**config.mk**
```make
export PLATFORM = sky130hd
export DESIGN_NAME = io_space_address_decoder
export DESIGN_NICKNAME = d
export VERILOG_FILES = /design/src/pkg/io_space_pkg.sv /design/src/rtl/io_space_address_decoder.sv /design/src/rtl/pin_sync.sv
export SDC_FILE = /design/constraint.sdc
export NUM_CORES = 1
export LEC_CHECK = 0
export ABC_AREA = 1
export BUFFER_PORTS_ARGS = -buffer_cell sky130_fd_sc_hd__buf_2
export CAP_MARGIN = 20
export CORE_ASPECT_RATIO = 1.2
export CORE_MARGIN = 4
export CORE_UTILIZATION = 50
export CTS_CLUSTER_SIZE = 8
export DETAILED_ROUTE_END_ITERATION = 7
export MAX_ROUTING_LAYER = met4
export PLACE_DENSITY = 0.88
export SLEW_MARGIN = 25
export SYNTH_ARGS = -nofsm -noshare
export SYNTH_HDL_FRONTEND = slang
export SYNTH_SLANG_ARGS = --single-unit
```
**constraint.sdc**
```tcl
create_clock -name i_mclk -period 3 [get_ports i_mclk]
set_input_delay 0.9 -clock i_mclk [delete_from_list [all_inputs] [get_ports i_mclk]]
set_output_delay 0.9 -clock i_mclk [all_outputs]
set_load 0.03 [all_outputs]
```
**src/pkg/io_space_pkg.sv**
```systemverilog
// constants for the i/o space decoder
package io_space_pkg;
  // address spaces
  localparam logic [7:0] IO_LAST = 8'h3F;
  localparam logic [7:0] BIT_LAST = 8'h1F;
  localparam logic [7:0] DATA_ALIAS = 8'h20;
  localparam logic [7:0] EXT_FIRST = 8'h60;
  localparam logic [7:0] EXT_LAST = 8'hFF;
  // register offsets (i/o addresses)
  localparam logic [5:0] PORT_B_PIN_LEVEL = 6'h03;
  localparam logic [5:0] PORT_B_DIRECTION = 6'h04;
  localparam logic [5:0] PORT_B_OUTPUT_LATCH = 6'h05;
  localparam logic [5:0] PORT_C_PIN_LEVEL = 6'h06;
  localparam logic [5:0] PORT_C_DIRECTION = 6'h07;
  localparam logic [5:0] PORT_C_OUTPUT_LATCH = 6'h08;
  localparam logic [5:0] PORT_D_PIN_LEVEL = 6'h09;
  localparam logic [5:0] PORT_D_DIRECTION = 6'h0A;
  localparam logic [5:0] PORT_D_OUTPUT_LATCH = 6'h0B;
  localparam logic [5:0] TIMER0_FLAGS = 6'h15;
  localparam logic [5:0] TIMER1_FLAGS = 6'h16;
  localparam logic [5:0] TIMER2_FLAGS = 6'h17;
  localparam logic [5:0] PIN_CHANGE_FLAGS = 6'h1B;
  // implemented bit masks, others read zero
  localparam logic [7:0] PORT_C_MASK = 8'h7F;
  localparam logic [7:0] TIMER0_MASK = 8'h07;
  localparam logic [7:0] TIMER1_MASK = 8'h27;
  localparam logic [7:0] TIMER2_MASK = 8'h07;
  localparam logic [7:0] PIN_CHANGE_MASK = 8'h07;
  localparam logic [7:0] RESET_VALUE = 8'h00;
  // operation codes on the core side
  typedef enum logic [2:0] {
    OP_NONE,
    OP_IO_READ,
    OP_IO_WRITE,
    OP_DATA_FETCH,
    OP_DATA_PUT,
    OP_SET_BIT,
    OP_CLEAR_BIT,
    OP_SKIP_TEST
  } io_op_e;
endpackage

```
**src/rtl/io_space_address_decoder.sv**
```systemverilog
// i/o space decoder and peripheral register bank
`timescale 1ns/100ps
`default_nettype none
module io_space_address_decoder #(
  parameter int WIDTH = 8
) (
  // clock and reset
  input wire logic i_mclk,
  input wire logic i_srst,
  // core access port
  input wire io_space_pkg::io_op_e i_op,
  input wire logic [7:0] i_addr,
  input wire logic [2:0] i_bit,
  input wire logic [WIDTH-1:0] i_wdata,
  output logic [WIDTH-1:0] o_rdata,
  output logic o_bit_set,
  output logic o_ext_sel,
  output logic o_bit_refused,
  // port pins
  input wire logic [WIDTH-1:0] i_port_b_pins,
  input wire logic [WIDTH-1:0] i_port_c_pins,
  input wire logic [WIDTH-1:0] i_port_d_pins,
  output logic [WIDTH-1:0] o_port_b_dir,
  output logic [WIDTH-1:0] o_port_b_out,
  output logic [WIDTH-1:0] o_port_c_dir,
  output logic [WIDTH-1:0] o_port_c_out,
  output logic [WIDTH-1:0] o_port_d_dir,
  output logic [WIDTH-1:0] o_port_d_out,
  // flag set events from peripherals
  input wire logic [WIDTH-1:0] i_timer0_evt,
  input wire logic [WIDTH-1:0] i_timer1_evt,
  input wire logic [WIDTH-1:0] i_timer2_evt,
  input wire logic [WIDTH-1:0] i_pin_change_evt,
  output logic [WIDTH-1:0] o_timer0_flags,
  output logic [WIDTH-1:0] o_timer1_flags,
  output logic [WIDTH-1:0] o_timer2_flags,
  output logic [WIDTH-1:0] o_pin_change_flags
);
  localparam int NREG = 13;

  // write-one-to-clear then set; set wins over clear
  function automatic logic [WIDTH-1:0] flag_next(input logic [WIDTH-1:0] cur,
    input logic [WIDTH-1:0] clr, input logic [WIDTH-1:0] evt, input logic [WIDTH-1:0] msk);
    flag_next = ((cur & ~clr) | evt) & msk;
  endfunction

  logic [WIDTH-1:0] pin_b;
  logic [WIDTH-1:0] pin_c;
  logic [WIDTH-1:0] pin_d;
  pin_sync #(.WIDTH(WIDTH)) u_sync_b (.i_mclk(i_mclk), .i_srst(i_srst),
    .i_async(i_port_b_pins), .o_sync(pin_b));
  pin_sync #(.WIDTH(WIDTH)) u_sync_c (.i_mclk(i_mclk), .i_srst(i_srst),
    .i_async(i_port_c_pins), .o_sync(pin_c));
  pin_sync #(.WIDTH(WIDTH)) u_sync_d (.i_mclk(i_mclk), .i_srst(i_srst),
    .i_async(i_port_d_pins), .o_sync(pin_d));

  logic [WIDTH-1:0] b_dir_r, b_out_r, c_dir_r, c_out_r, d_dir_r, d_out_r;
  logic [WIDTH-1:0] t0_r, t1_r, t2_r, pc_r;
  logic [WIDTH-1:0] rdata_r;
  logic bit_set_r, ext_r, refused_r;

  // dedicated i/o instructions see 0x00..0x3F directly
  wire io_op = (i_op == io_space_pkg::OP_IO_READ) || (i_op == io_space_pkg::OP_IO_WRITE);
  wire data_op = (i_op == io_space_pkg::OP_DATA_FETCH) || (i_op == io_space_pkg::OP_DATA_PUT);
  wire bit_op = (i_op == io_space_pkg::OP_SET_BIT) || (i_op == io_space_pkg::OP_CLEAR_BIT)
    || (i_op == io_space_pkg::OP_SKIP_TEST);
  wire io_in_range = io_op && (i_addr <= io_space_pkg::IO_LAST);
  // data space alias at i/o address plus 0x20
  wire data_in_io = data_op && (i_addr >= io_space_pkg::DATA_ALIAS)
    && (i_addr < io_space_pkg::EXT_FIRST);
  wire [7:0] data_io_addr = i_addr - io_space_pkg::DATA_ALIAS;
  // extended region only through data ops
  wire ext_hit = data_op && (i_addr >= io_space_pkg::EXT_FIRST);
  // bit ops only in the low 32 locations
  wire bit_ok = bit_op && (i_addr <= io_space_pkg::BIT_LAST);
  wire sel_valid = io_in_range || data_in_io || bit_ok;
  wire [5:0] sel = data_in_io ? data_io_addr[5:0] : i_addr[5:0];
  wire is_write = (i_op == io_space_pkg::OP_IO_WRITE) || (i_op == io_space_pkg::OP_DATA_PUT);
  wire is_read = (i_op == io_space_pkg::OP_IO_READ) || (i_op == io_space_pkg::OP_DATA_FETCH)
    || (i_op == io_space_pkg::OP_SKIP_TEST);
  wire [WIDTH-1:0] bit_mask = WIDTH'(1) << i_bit;

  // unmapped locations and reserved bits read as zero
  logic [WIDTH-1:0] cur;
  always_comb
  begin
    cur = '0;
    if (sel_valid)
    begin
      unique case (sel)
        io_space_pkg::PORT_B_PIN_LEVEL: cur = pin_b;
        io_space_pkg::PORT_B_DIRECTION: cur = b_dir_r;
        io_space_pkg::PORT_B_OUTPUT_LATCH: cur = b_out_r;
        io_space_pkg::PORT_C_PIN_LEVEL: cur = pin_c & io_space_pkg::PORT_C_MASK;
        io_space_pkg::PORT_C_DIRECTION: cur = c_dir_r;
        io_space_pkg::PORT_C_OUTPUT_LATCH: cur = c_out_r;
        io_space_pkg::PORT_D_PIN_LEVEL: cur = pin_d;
        io_space_pkg::PORT_D_DIRECTION: cur = d_dir_r;
        io_space_pkg::PORT_D_OUTPUT_LATCH: cur = d_out_r;
        io_space_pkg::TIMER0_FLAGS: cur = t0_r;
        io_space_pkg::TIMER1_FLAGS: cur = t1_r;
        io_space_pkg::TIMER2_FLAGS: cur = t2_r;
        io_space_pkg::PIN_CHANGE_FLAGS: cur = pc_r;
        default: cur = '0;
      endcase
    end
  end

  // write data per op; set-bit on flag regs clears only the addressed bit, clear-bit clears none
  wire do_set = bit_ok && (i_op == io_space_pkg::OP_SET_BIT);
  wire do_clr = bit_ok && (i_op == io_space_pkg::OP_CLEAR_BIT);
  wire wr_any = (is_write && sel_valid) || do_set || do_clr;
  wire [WIDTH-1:0] plain_wval = do_set ? (cur | bit_mask) : do_clr ? (cur & ~bit_mask) : i_wdata;
  // a set-bit on a flag reg writes one only to its bit
  wire [WIDTH-1:0] flag_clr = do_set ? bit_mask : (do_clr ? '0 : i_wdata);
  function automatic logic hit(input logic [5:0] a);
    hit = wr_any && (sel == a);
  endfunction

  always_ff @(posedge i_mclk)
  begin
    if (i_srst)
    begin
      b_dir_r <= io_space_pkg::RESET_VALUE;
      b_out_r <= io_space_pkg::RESET_VALUE;
      c_dir_r <= io_space_pkg::RESET_VALUE;
      c_out_r <= io_space_pkg::RESET_VALUE;
      d_dir_r <= io_space_pkg::RESET_VALUE;
      d_out_r <= io_space_pkg::RESET_VALUE;
    end
    else
    begin
      if (hit(io_space_pkg::PORT_B_DIRECTION)) b_dir_r <= plain_wval;
      if (hit(io_space_pkg::PORT_B_OUTPUT_LATCH)) b_out_r <= plain_wval;
      if (hit(io_space_pkg::PORT_C_DIRECTION)) c_dir_r <= plain_wval & io_space_pkg::PORT_C_MASK;
      if (hit(io_space_pkg::PORT_C_OUTPUT_LATCH))
        c_out_r <= plain_wval & io_space_pkg::PORT_C_MASK;
      if (hit(io_space_pkg::PORT_D_DIRECTION)) d_dir_r <= plain_wval;
      if (hit(io_space_pkg::PORT_D_OUTPUT_LATCH)) d_out_r <= plain_wval;
    end
  end

  // write-one-to-clear flags, events win over clears
  always_ff @(posedge i_mclk)
  begin
    if (i_srst)
    begin
      t0_r <= io_space_pkg::RESET_VALUE;
      t1_r <= io_space_pkg::RESET_VALUE;
      t2_r <= io_space_pkg::RESET_VALUE;
      pc_r <= io_space_pkg::RESET_VALUE;
    end
    else
    begin
      t0_r <= flag_next(t0_r, hit(io_space_pkg::TIMER0_FLAGS) ? flag_clr : '0,
        i_timer0_evt, io_space_pkg::TIMER0_MASK);
      t1_r <= flag_next(t1_r, hit(io_space_pkg::TIMER1_FLAGS) ? flag_clr : '0,
        i_timer1_evt, io_space_pkg::TIMER1_MASK);
      t2_r <= flag_next(t2_r, hit(io_space_pkg::TIMER2_FLAGS) ? flag_clr : '0,
        i_timer2_evt, io_space_pkg::TIMER2_MASK);
      pc_r <= flag_next(pc_r, hit(io_space_pkg::PIN_CHANGE_FLAGS) ? flag_clr : '0,
        i_pin_change_evt, io_space_pkg::PIN_CHANGE_MASK);
    end
  end

  // read path registered; skip test returns selected bit
  always_ff @(posedge i_mclk)
  begin
    if (i_srst)
    begin
      rdata_r <= '0;
      bit_set_r <= 1'b0;
      ext_r <= 1'b0;
      refused_r <= 1'b0;
    end
    else
    begin
      rdata_r <= (is_read && sel_valid) ? cur : '0;
      bit_set_r <= bit_ok && (i_op == io_space_pkg::OP_SKIP_TEST) && cur[i_bit];
      ext_r <= ext_hit;
      refused_r <= bit_op && !bit_ok;
    end
  end

  assign o_rdata = rdata_r;
  assign o_bit_set = bit_set_r;
  assign o_ext_sel = ext_r;
  assign o_bit_refused = refused_r;
  assign o_port_b_dir = b_dir_r;
  assign o_port_b_out = b_out_r;
  assign o_port_c_dir = c_dir_r;
  assign o_port_c_out = c_out_r;
  assign o_port_d_dir = d_dir_r;
  assign o_port_d_out = d_out_r;
  assign o_timer0_flags = t0_r;
  assign o_timer1_flags = t1_r;
  assign o_timer2_flags = t2_r;
  assign o_pin_change_flags = pc_r;

  // written one clears a flag unless an event arrives
  w1c_clear_a: assert property (@(posedge i_mclk) disable iff (i_srst)
    (is_write && sel_valid && sel == io_space_pkg::TIMER0_FLAGS && i_wdata[0] && !i_timer0_evt[0])
    |=> !t0_r[0]) else $error("flag not cleared by written one");
  w1c_keep_a: assert property (@(posedge i_mclk) disable iff (i_srst)
    (is_write && sel_valid && sel == io_space_pkg::TIMER1_FLAGS && !i_wdata[0] && t1_r[0])
    |=> t1_r[0]) else $error("flag lost on written zero");
  bit_only_a: assert property (@(posedge i_mclk) disable iff (i_srst)
    (do_set && sel == io_space_pkg::TIMER2_FLAGS && i_bit != 3'h2 && t2_r[2])
    |=> t2_r[2]) else $error("single-bit op cleared another flag");
  // high bit ops refused and inert
  bit_range_a: assert property (@(posedge i_mclk) disable iff (i_srst)
    (bit_op && i_addr > io_space_pkg::BIT_LAST) |=> (o_bit_refused && $stable(b_out_r)))
    else $error("bit op accepted above low range");
  // io op never selects extended region
  ext_only_a: assert property (@(posedge i_mclk) disable iff (i_srst)
    io_op |=> !o_ext_sel) else $error("io op reached extended region");
  // data alias reads same as io read
  alias_read_a: assert property (@(posedge i_mclk) disable iff (i_srst)
    (i_op == io_space_pkg::OP_DATA_FETCH && i_addr == 8'h25) |=> (o_rdata == b_out_r))
    else $error("data alias read mismatch");
  io_read_a: assert property (@(posedge i_mclk) disable iff (i_srst)
    (i_op == io_space_pkg::OP_IO_READ && i_addr == 8'h04) ##1 1'b1 |-> (o_rdata == b_dir_r))
    else $error("io read mismatch");
  rsvd_zero_a: assert property (@(posedge i_mclk) disable iff (i_srst)
    (i_op == io_space_pkg::OP_IO_READ && i_addr == 8'h00) |=> (o_rdata == '0))
    else $error("reserved location read nonzero");
  skip_test_a: assert property (@(posedge i_mclk) disable iff (i_srst)
    (i_op == io_space_pkg::OP_SKIP_TEST && i_addr == 8'h04 && i_bit == 3'h3 && b_dir_r[3])
    |=> o_bit_set) else $error("skip test lost set bit");
  set_bit_a: assert property (@(posedge i_mclk) disable iff (i_srst)
    (do_set && sel == io_space_pkg::PORT_B_DIRECTION && i_bit == 3'h3) |=> b_dir_r[3])
    else $error("set-bit did not set");
endmodule // io_space_address_decoder
`default_nettype wire

```
**src/rtl/pin_sync.sv**
```systemverilog
// two-flop synchroniser for a bus of pin levels
`timescale 1ns/100ps
`default_nettype none
module pin_sync #(
  parameter int WIDTH = 8
) (
  // clock and reset
  input wire logic i_mclk,
  input wire logic i_srst,
  // async in, synced out
  input wire logic [WIDTH-1:0] i_async,
  output logic [WIDTH-1:0] o_sync
);
  logic [WIDTH-1:0] meta_r;
  logic [WIDTH-1:0] sync_r;
  always_ff @(posedge i_mclk)
  begin
    if (i_srst)
    begin
      meta_r <= '0;
      sync_r <= '0;
    end
    else
    begin
      meta_r <= i_async;
      sync_r <= meta_r;
    end
  end
  assign o_sync = sync_r;
endmodule // pin_sync
`default_nettype wire

```
Word-level counts from Yosys, hierarchy flattened
Cells that the tools add are included.
{ "word_totals": {"regBits": 116} }
{ "op_classes": {"shift": 1, "n_addsub": 1, "reduce_logical": 35, "magnitude_cmp": 6, "muxes": 13, "bitwise_logic": 16, "eq_ne": 20} }
{ "op_table": {"columns": ["operator", "count"], "rows": [
  ["8-bit one-hot mux with 13 select lines", 1],
  ["6-bit by 3-bit == test with 1-bit output (second input constant)", 4],
  ["6-bit by 4-bit == test with 1-bit output (second input constant)", 4],
  ["6-bit by 5-bit == test with 1-bit output (second input constant)", 4],
  ["6-bit 2-to-1 mux", 4],
  ["8-bit 2-to-1 mux", 3],
  ["1-bit logical AND", 22],
  ["3-bit == test (second input constant)", 4],
  ["1-bit logical OR", 11],
  ["3-bit AND", 3],
  ["3-bit 2-to-1 mux", 3],
  ["3-bit inverter", 3],
  ["3-bit bitwise OR", 3],
  ["8-bit AND", 1],
  ["8-bit by 6-bit >= comparator with 1-bit output (second input constant)", 1],
  ["8-bit by 7-bit >= comparator with 1-bit output (second input constant)", 1],
  ["8-bit by 5-bit <= comparator with 1-bit output (second input constant)", 1],
  ["8-bit by 6-bit <= comparator with 1-bit output (second input constant)", 1],
  ["8-bit by 7-bit less-than comparator with 1-bit output (second input constant)", 1],
  ["8-bit inverter", 1],
  ["8-bit bitwise OR", 1],
  ["1-bit by 3-bit << shifter with 8-bit output (first input constant)", 1],
  ["6-bit AND", 1],
  ["3-bit by 2-bit == test with 1-bit output (second input constant)", 2],
  ["other kinds (11)", 11]
]} }

Logic depth before layout (Yosys ltp)
{ "logic_depth": {"ltp_word": 14, "depth_mapped": 19, "mapped_depth_nobuf": 19} }

Cells and area by module
From an unflattened synthesis, not the netlist that was laid out.
{ "unflattened": {"hier_cells": 809, "hier_area_um2": 5761.8} }
{ "modules_own_cells": {"columns": ["module", "cells_each", "instances", "area_each_um2"], "rows": [
  ["io_space_address_decoder", 659, 1, 4339.2],
  ["pin_sync", 50, 3, 474.2]
]} }

Worst setup path after synthesis
OpenSTA, ideal clock, no wires.
{ "synth_path": {"kind": "in2reg", "startpoint": "input i_op[1]", "endpoint": "register b_dir_r[2], in the netlist o_port_b_dir[2]", "n_path_buf": 1, "path_slack_ns": 0.559, "path_stages": 15, "t_required_ns": 2.891, "arrival_time_ns": 2.332, "cell_sequence": "nor2_2 nand2_1 nand2_2 nand3_2 buf_6 nand4_4 inv_2 a21oi_1 nand2_1 nor2_1 a21oi_2 nand2_2 nand3_1 nand2_1 inv_1"} }
{ "synth_via": {"elab_chain_cells": 11, "elab_cells_between_ends": 44} }
{ "synth_lines": {"columns": ["item", "line", "rtl"], "rows": [
  ["from (decl)", "io_space_address_decoder.sv:11", "input wire io_space_pkg::io_op_e i_op,"],
  ["3-bit by 2-bit == test with 1-bit output / 3-bit == test (equally long branches)", "io_space_address_decoder.sv:64, io_space_address_decoder.sv:78", null],
  ["1-bit logical OR", "io_space_address_decoder.sv:64", "wire data_op = (i_op == io_space_pkg::OP_DATA_FETCH) || (i_op == io_space_pkg::OP_DATA_PUT);"],
  ["1-bit logical AND", "io_space_address_decoder.sv:69", "wire data_in_io = data_op && (i_addr >= io_space_pkg::DATA_ALIAS)"],
  ["1-bit logical AND", "io_space_address_decoder.sv:70", "&& (i_addr < io_space_pkg::EXT_FIRST);"],
  ["6-bit 2-to-1 mux", "io_space_address_decoder.sv:77", "wire [5:0] sel = data_in_io ? data_io_addr[5:0] : i_addr[5:0];"],
  ["6-bit by 5-bit == test with 1-bit output, or another cell as far along", "io_space_address_decoder.sv:90", "unique case (sel)"],
  ["8-bit one-hot mux with 13 select lines", "io_space_address_decoder.sv:90", null],
  ["8-bit 2-to-1 mux", "io_space_address_decoder.sv:88", "if (sel_valid)"],
  ["8-bit AND", "io_space_address_decoder.sv:113", "wire [WIDTH-1:0] plain_wval = do_set ? (cur | bit_mask) : do_clr ? (cur & ~bit_mask) : i_wdata;"],
  ["8-bit 2-to-1 mux (2 in a row)", "io_space_address_decoder.sv:113", null],
  ["to (signal assigned)", "io_space_address_decoder.sv:124", "b_dir_r <= io_space_pkg::RESET_VALUE;"],
  ["to (signal assigned)", "io_space_address_decoder.sv:133", "if (hit(io_space_pkg::PORT_B_DIRECTION)) b_dir_r <= plain_wval;"],
  ["to (decl)", "io_space_address_decoder.sv:57", "logic [WIDTH-1:0] b_dir_r, b_out_r, c_dir_r, c_out_r, d_dir_r, d_out_r;"]
]} }
Several ways; a longest one is shown, not always the timed one.
A chain may end at the register's enable or synchronous reset.

Worst setup path in the final report
{ "layout_path": {"startpoint": "input i_op[1]", "endpoint": "register b_out_r[1], in the netlist o_port_b_out[1]"} }
{ "layout_via": {"elab_chain_cells": 11, "elab_cells_between_ends": 44} }
{ "layout_lines": {"columns": ["item", "line", "rtl"], "rows": [
  ["3-bit by 2-bit == test with 1-bit output / 3-bit == test (equally long branches)", "io_space_address_decoder.sv:64, io_space_address_decoder.sv:78", null],
  ["1-bit logical OR", "io_space_address_decoder.sv:64", null],
  ["1-bit logical AND", "io_space_address_decoder.sv:69", null],
  ["1-bit logical AND", "io_space_address_decoder.sv:70", null],
  ["6-bit 2-to-1 mux", "io_space_address_decoder.sv:77", null],
  ["6-bit by 5-bit == test with 1-bit output, or another cell as far along", "io_space_address_decoder.sv:90", null],
  ["8-bit one-hot mux with 13 select lines", "io_space_address_decoder.sv:90", null],
  ["8-bit 2-to-1 mux", "io_space_address_decoder.sv:88", null],
  ["8-bit AND", "io_space_address_decoder.sv:113", null],
  ["8-bit 2-to-1 mux (2 in a row)", "io_space_address_decoder.sv:113", null],
  ["to (signal assigned)", "io_space_address_decoder.sv:125", "b_out_r <= io_space_pkg::RESET_VALUE;"],
  ["to (signal assigned)", "io_space_address_decoder.sv:134", "if (hit(io_space_pkg::PORT_B_OUTPUT_LATCH)) b_out_r <= plain_wval;"],
  ["to (decl)", "io_space_address_decoder.sv:57", null]
]} }
Several ways; a longest one is shown, not always the timed one.

==> impl_metrics.ini <==
[clock_tree]
cts_inserted_buffers = 17
cts_tree = yes
cts_max_path_buffers = 2
holdBufCountCts = 0
cts_root_buf = clkbuf_16
insertion_delay_ps = 420
htreeDepth = 4
cts_setup_buffers = 0
cts.sinks = 116
cts-resized-gates = 0
path_clk_slew_ps = 60

[critical_path]
timing.rr.start = o_timer1_flags[2]
r2r-end = o_port_b_out[2]
required_ps = 3310
cp_max_fo = 12
cp-end-kind = flip-flop
critical_path_class = input pin to flip-flop
reg2reg_slack_ps = 1500
cp-start-kind = input pin
r2r_cells = 10
critical_path_arrival_ps = 2960

[logic_synthesis]
yosys.area.top_type = dfxtp_1
synth_edf_count = 0
ys_seq_elements = 116
netlist_instances = 790
synth_top_area_share = 0.420
async_reset_ff_frac = 0
synth_area_per_cell_um2 = 6.99
synth_area_leaders = dfxtp_1 (42%), nor2_1 (11%), inv_1 (9.9%)
synthFlopType = dfxtp_1
synth_warnings = 0
syn-cell-area_um2 = 5520
synth_cell_types = 39
yosysSeqAreaShare = 0.420

[power]
p_leak_uw = 0.00368
p_sw_frac = 0.263
intPower_uw = 2880
clkPwrFrac = 0.500
power_density_nw_per_um2 = 566
power.switching_uw = 1030
seq_power_share = 0.411
ir_drop_mv = 0.354
combPwrFrac = 0.090

[cells_and_area]
final_common_cell = nor2_1
fin_cells = 1085
n_antenna_cell = 0
area_growth_pct = 25.2
drive_above_1_share = 0.246
fin_util = 0.648
fin_area_um2 = 6910
nFillCells = 918
layout_common_cells = nor2_1 (167), inv_1 (146), buf_2 (129), nand2_1 (119), dfxtp_1 (116)
final_nets = 1023

[global_route]
track_usage = 0.255
antenna_found_initial = 0
grt_max_degree = 57
overflow = 0
grt_pass1_vias = 5197
grt_pass1_wl_um = 24800

[die]
initial_core_util = 0.518
die-width_um = 104
dieArea_um2 = 12800
die_h_um = 123
placementRows = 41
io_pins = 171
core_um2 = 10700

[sta]
rsz0062_at_grt = no
relSlewSlack = 0.599
worst_pin_slew_ps = 601
period_needed_ps = 2650
setup_viol = 0
fin_crit_sh = 0.883
clock.fmax_mhz = 378
fin_tns_setup_ps = 0
hold_viol_final = 0
skew_ps = 7.58
final_max_slew_viol_count = 0

[hold_path]
min_path_cells = 2
hp-class = flip-flop to flip-flop
min_from = u_sync_b.meta_r[6]
holdPathEnd = u_sync_b.o_sync[6]

[detailed_routing]
initialDrtViolationCount = 435
ant_nets = 0
via_count = 5519
wire_per_inst_um = 14.5
drc = 0
routed_wl_um = 15700
via_per_inst = 5.09
dr.pass1.iters = 6

[placed_design]
dpl.hpwl_um = 11300
place.gp.congestion = 0.958
dp_cells = 1053
port-buffer-count = 129
place_area_um2 = 6330

[outcome]
status = finished clean

[run]
drv_cap = 0
==> power by group through the flow <==
stage,registers (µW),clock network [µW],logic (µW)
after global placement,1640,0,333
after floorplan,1660,0,215
after CTS,1600,1970,346
after global routing,1610,2050,380
after detailed placement,1640,0,339
final,1610,1950,350
==> cell type report <==
| type | instances | area (µm²) | share of cell area |
|---|---|---|---|
| clock buffers | 19 | 453 | 0.0655 |
| clock inverters | 13 | 129 | 0.0186 |
| inverters | 155 | 589 | 0.0852 |
| multi-input cells | 500 | 2410 | 0.348 |
| flip-flops and latches | 116 | 2320 | 0.336 |
| well taps | 129 | 161 | 0.0233 |
| repair buffers | 153 | 851 | 0.123 |
==> worst max path at each step <==
stage / start / slack (ps) / end
3_5_place_dp: i_op[1] / 30 / o_port_b_dir[7]
2_1_floorplan: i_op[1] / 560 / o_port_b_dir[2]
4_1_cts: i_op[1] / 400 / o_port_b_dir[7]
3_3_place_gp: i_op[1] / 60 / o_port_d_out[7]
6_report: i_op[1] / 350 / o_port_b_out[1]
5_1_grt: i_op[1] / 200 / o_port_b_out[1]
==> synth_stat cells, types with 6 or more instances <==
master,number
dfxtp_1,116
nor2_2,6
nand3_1,18
nand2_1,119
inv_1,146
buf_4,21
o21ai_0,47
o21ai_2,6
nor2_1,167
o21ai_1,15
a21oi_1,57
clkbuf_1,11
inv_2,7
==> registers in the layout, indices dropped and copies added (netlist names) <==
name                count
o_timer0_flags          3
u_sync_d.meta_r         8
o_rdata                 8
o_timer1_flags          4
o_port_d_out            8
o_port_c_out            7
u_sync_d.o_sync         8
o_ext_sel               1
u_sync_b.o_sync         8
o_bit_set               1
o_port_c_dir            7
o_pin_change_flags      3
u_sync_b.meta_r         8
u_sync_c.o_sync         7
o_port_b_out            8
u_sync_c.meta_r         7
o_port_d_dir            8
o_timer2_flags          3
o_port_b_dir            8
o_bit_refused           1
==> layer usage <==
layer / GRT usage / wire length [µm] / up-vias
li1: - / - / 2691
met1: 0.270 / 5760 / 2406
met2: 0.415 / 7430 / 337
met3: 0.0893 / 1630 / 85
met4: 0.152 / 886 / 0
met5: - / 0 / -
==> critical path, stage by stage <==
cell and delay (ps):
buf_2 130, nor2_2 160, nand2_1 80, nand2_2 90
nand3_2 110, buf_12 180, nand3_1 150, inv_1 120
nand2_1 120, inv_1 70, nand2_1 60, nand2_1 60
nor2_1 100, nand2_1 70, nand2_2 90, o21ai_2 80
buf_4 170, o21ai_0 160, inv_1 50
==> cells by family after synthesis <==
family | Yosys count | synth area share
AND/OR/NAND/NOR | 345 | 0.287
buffers and inverters | 194 | 0.157
AO/OA/AOI/OAI | 134 | 0.134
flip-flops | 116 | 0.420
other | 1 | 0.000679
==> stage by stage <==
step / setup WS [ps] / total power, µW / hold WS, ps
after floorplan: 559 / 1880 / 388
after detailed placement: 28.7 / 1980 / 397
final: 352 / 3910 / 403
after global routing: 201 / 4040 / 419
after global placement: 58.8 / 1970 / 392
after CTS: 402 / 3920 / 407
Note: power is estimated with default switching activity, not from simulation.
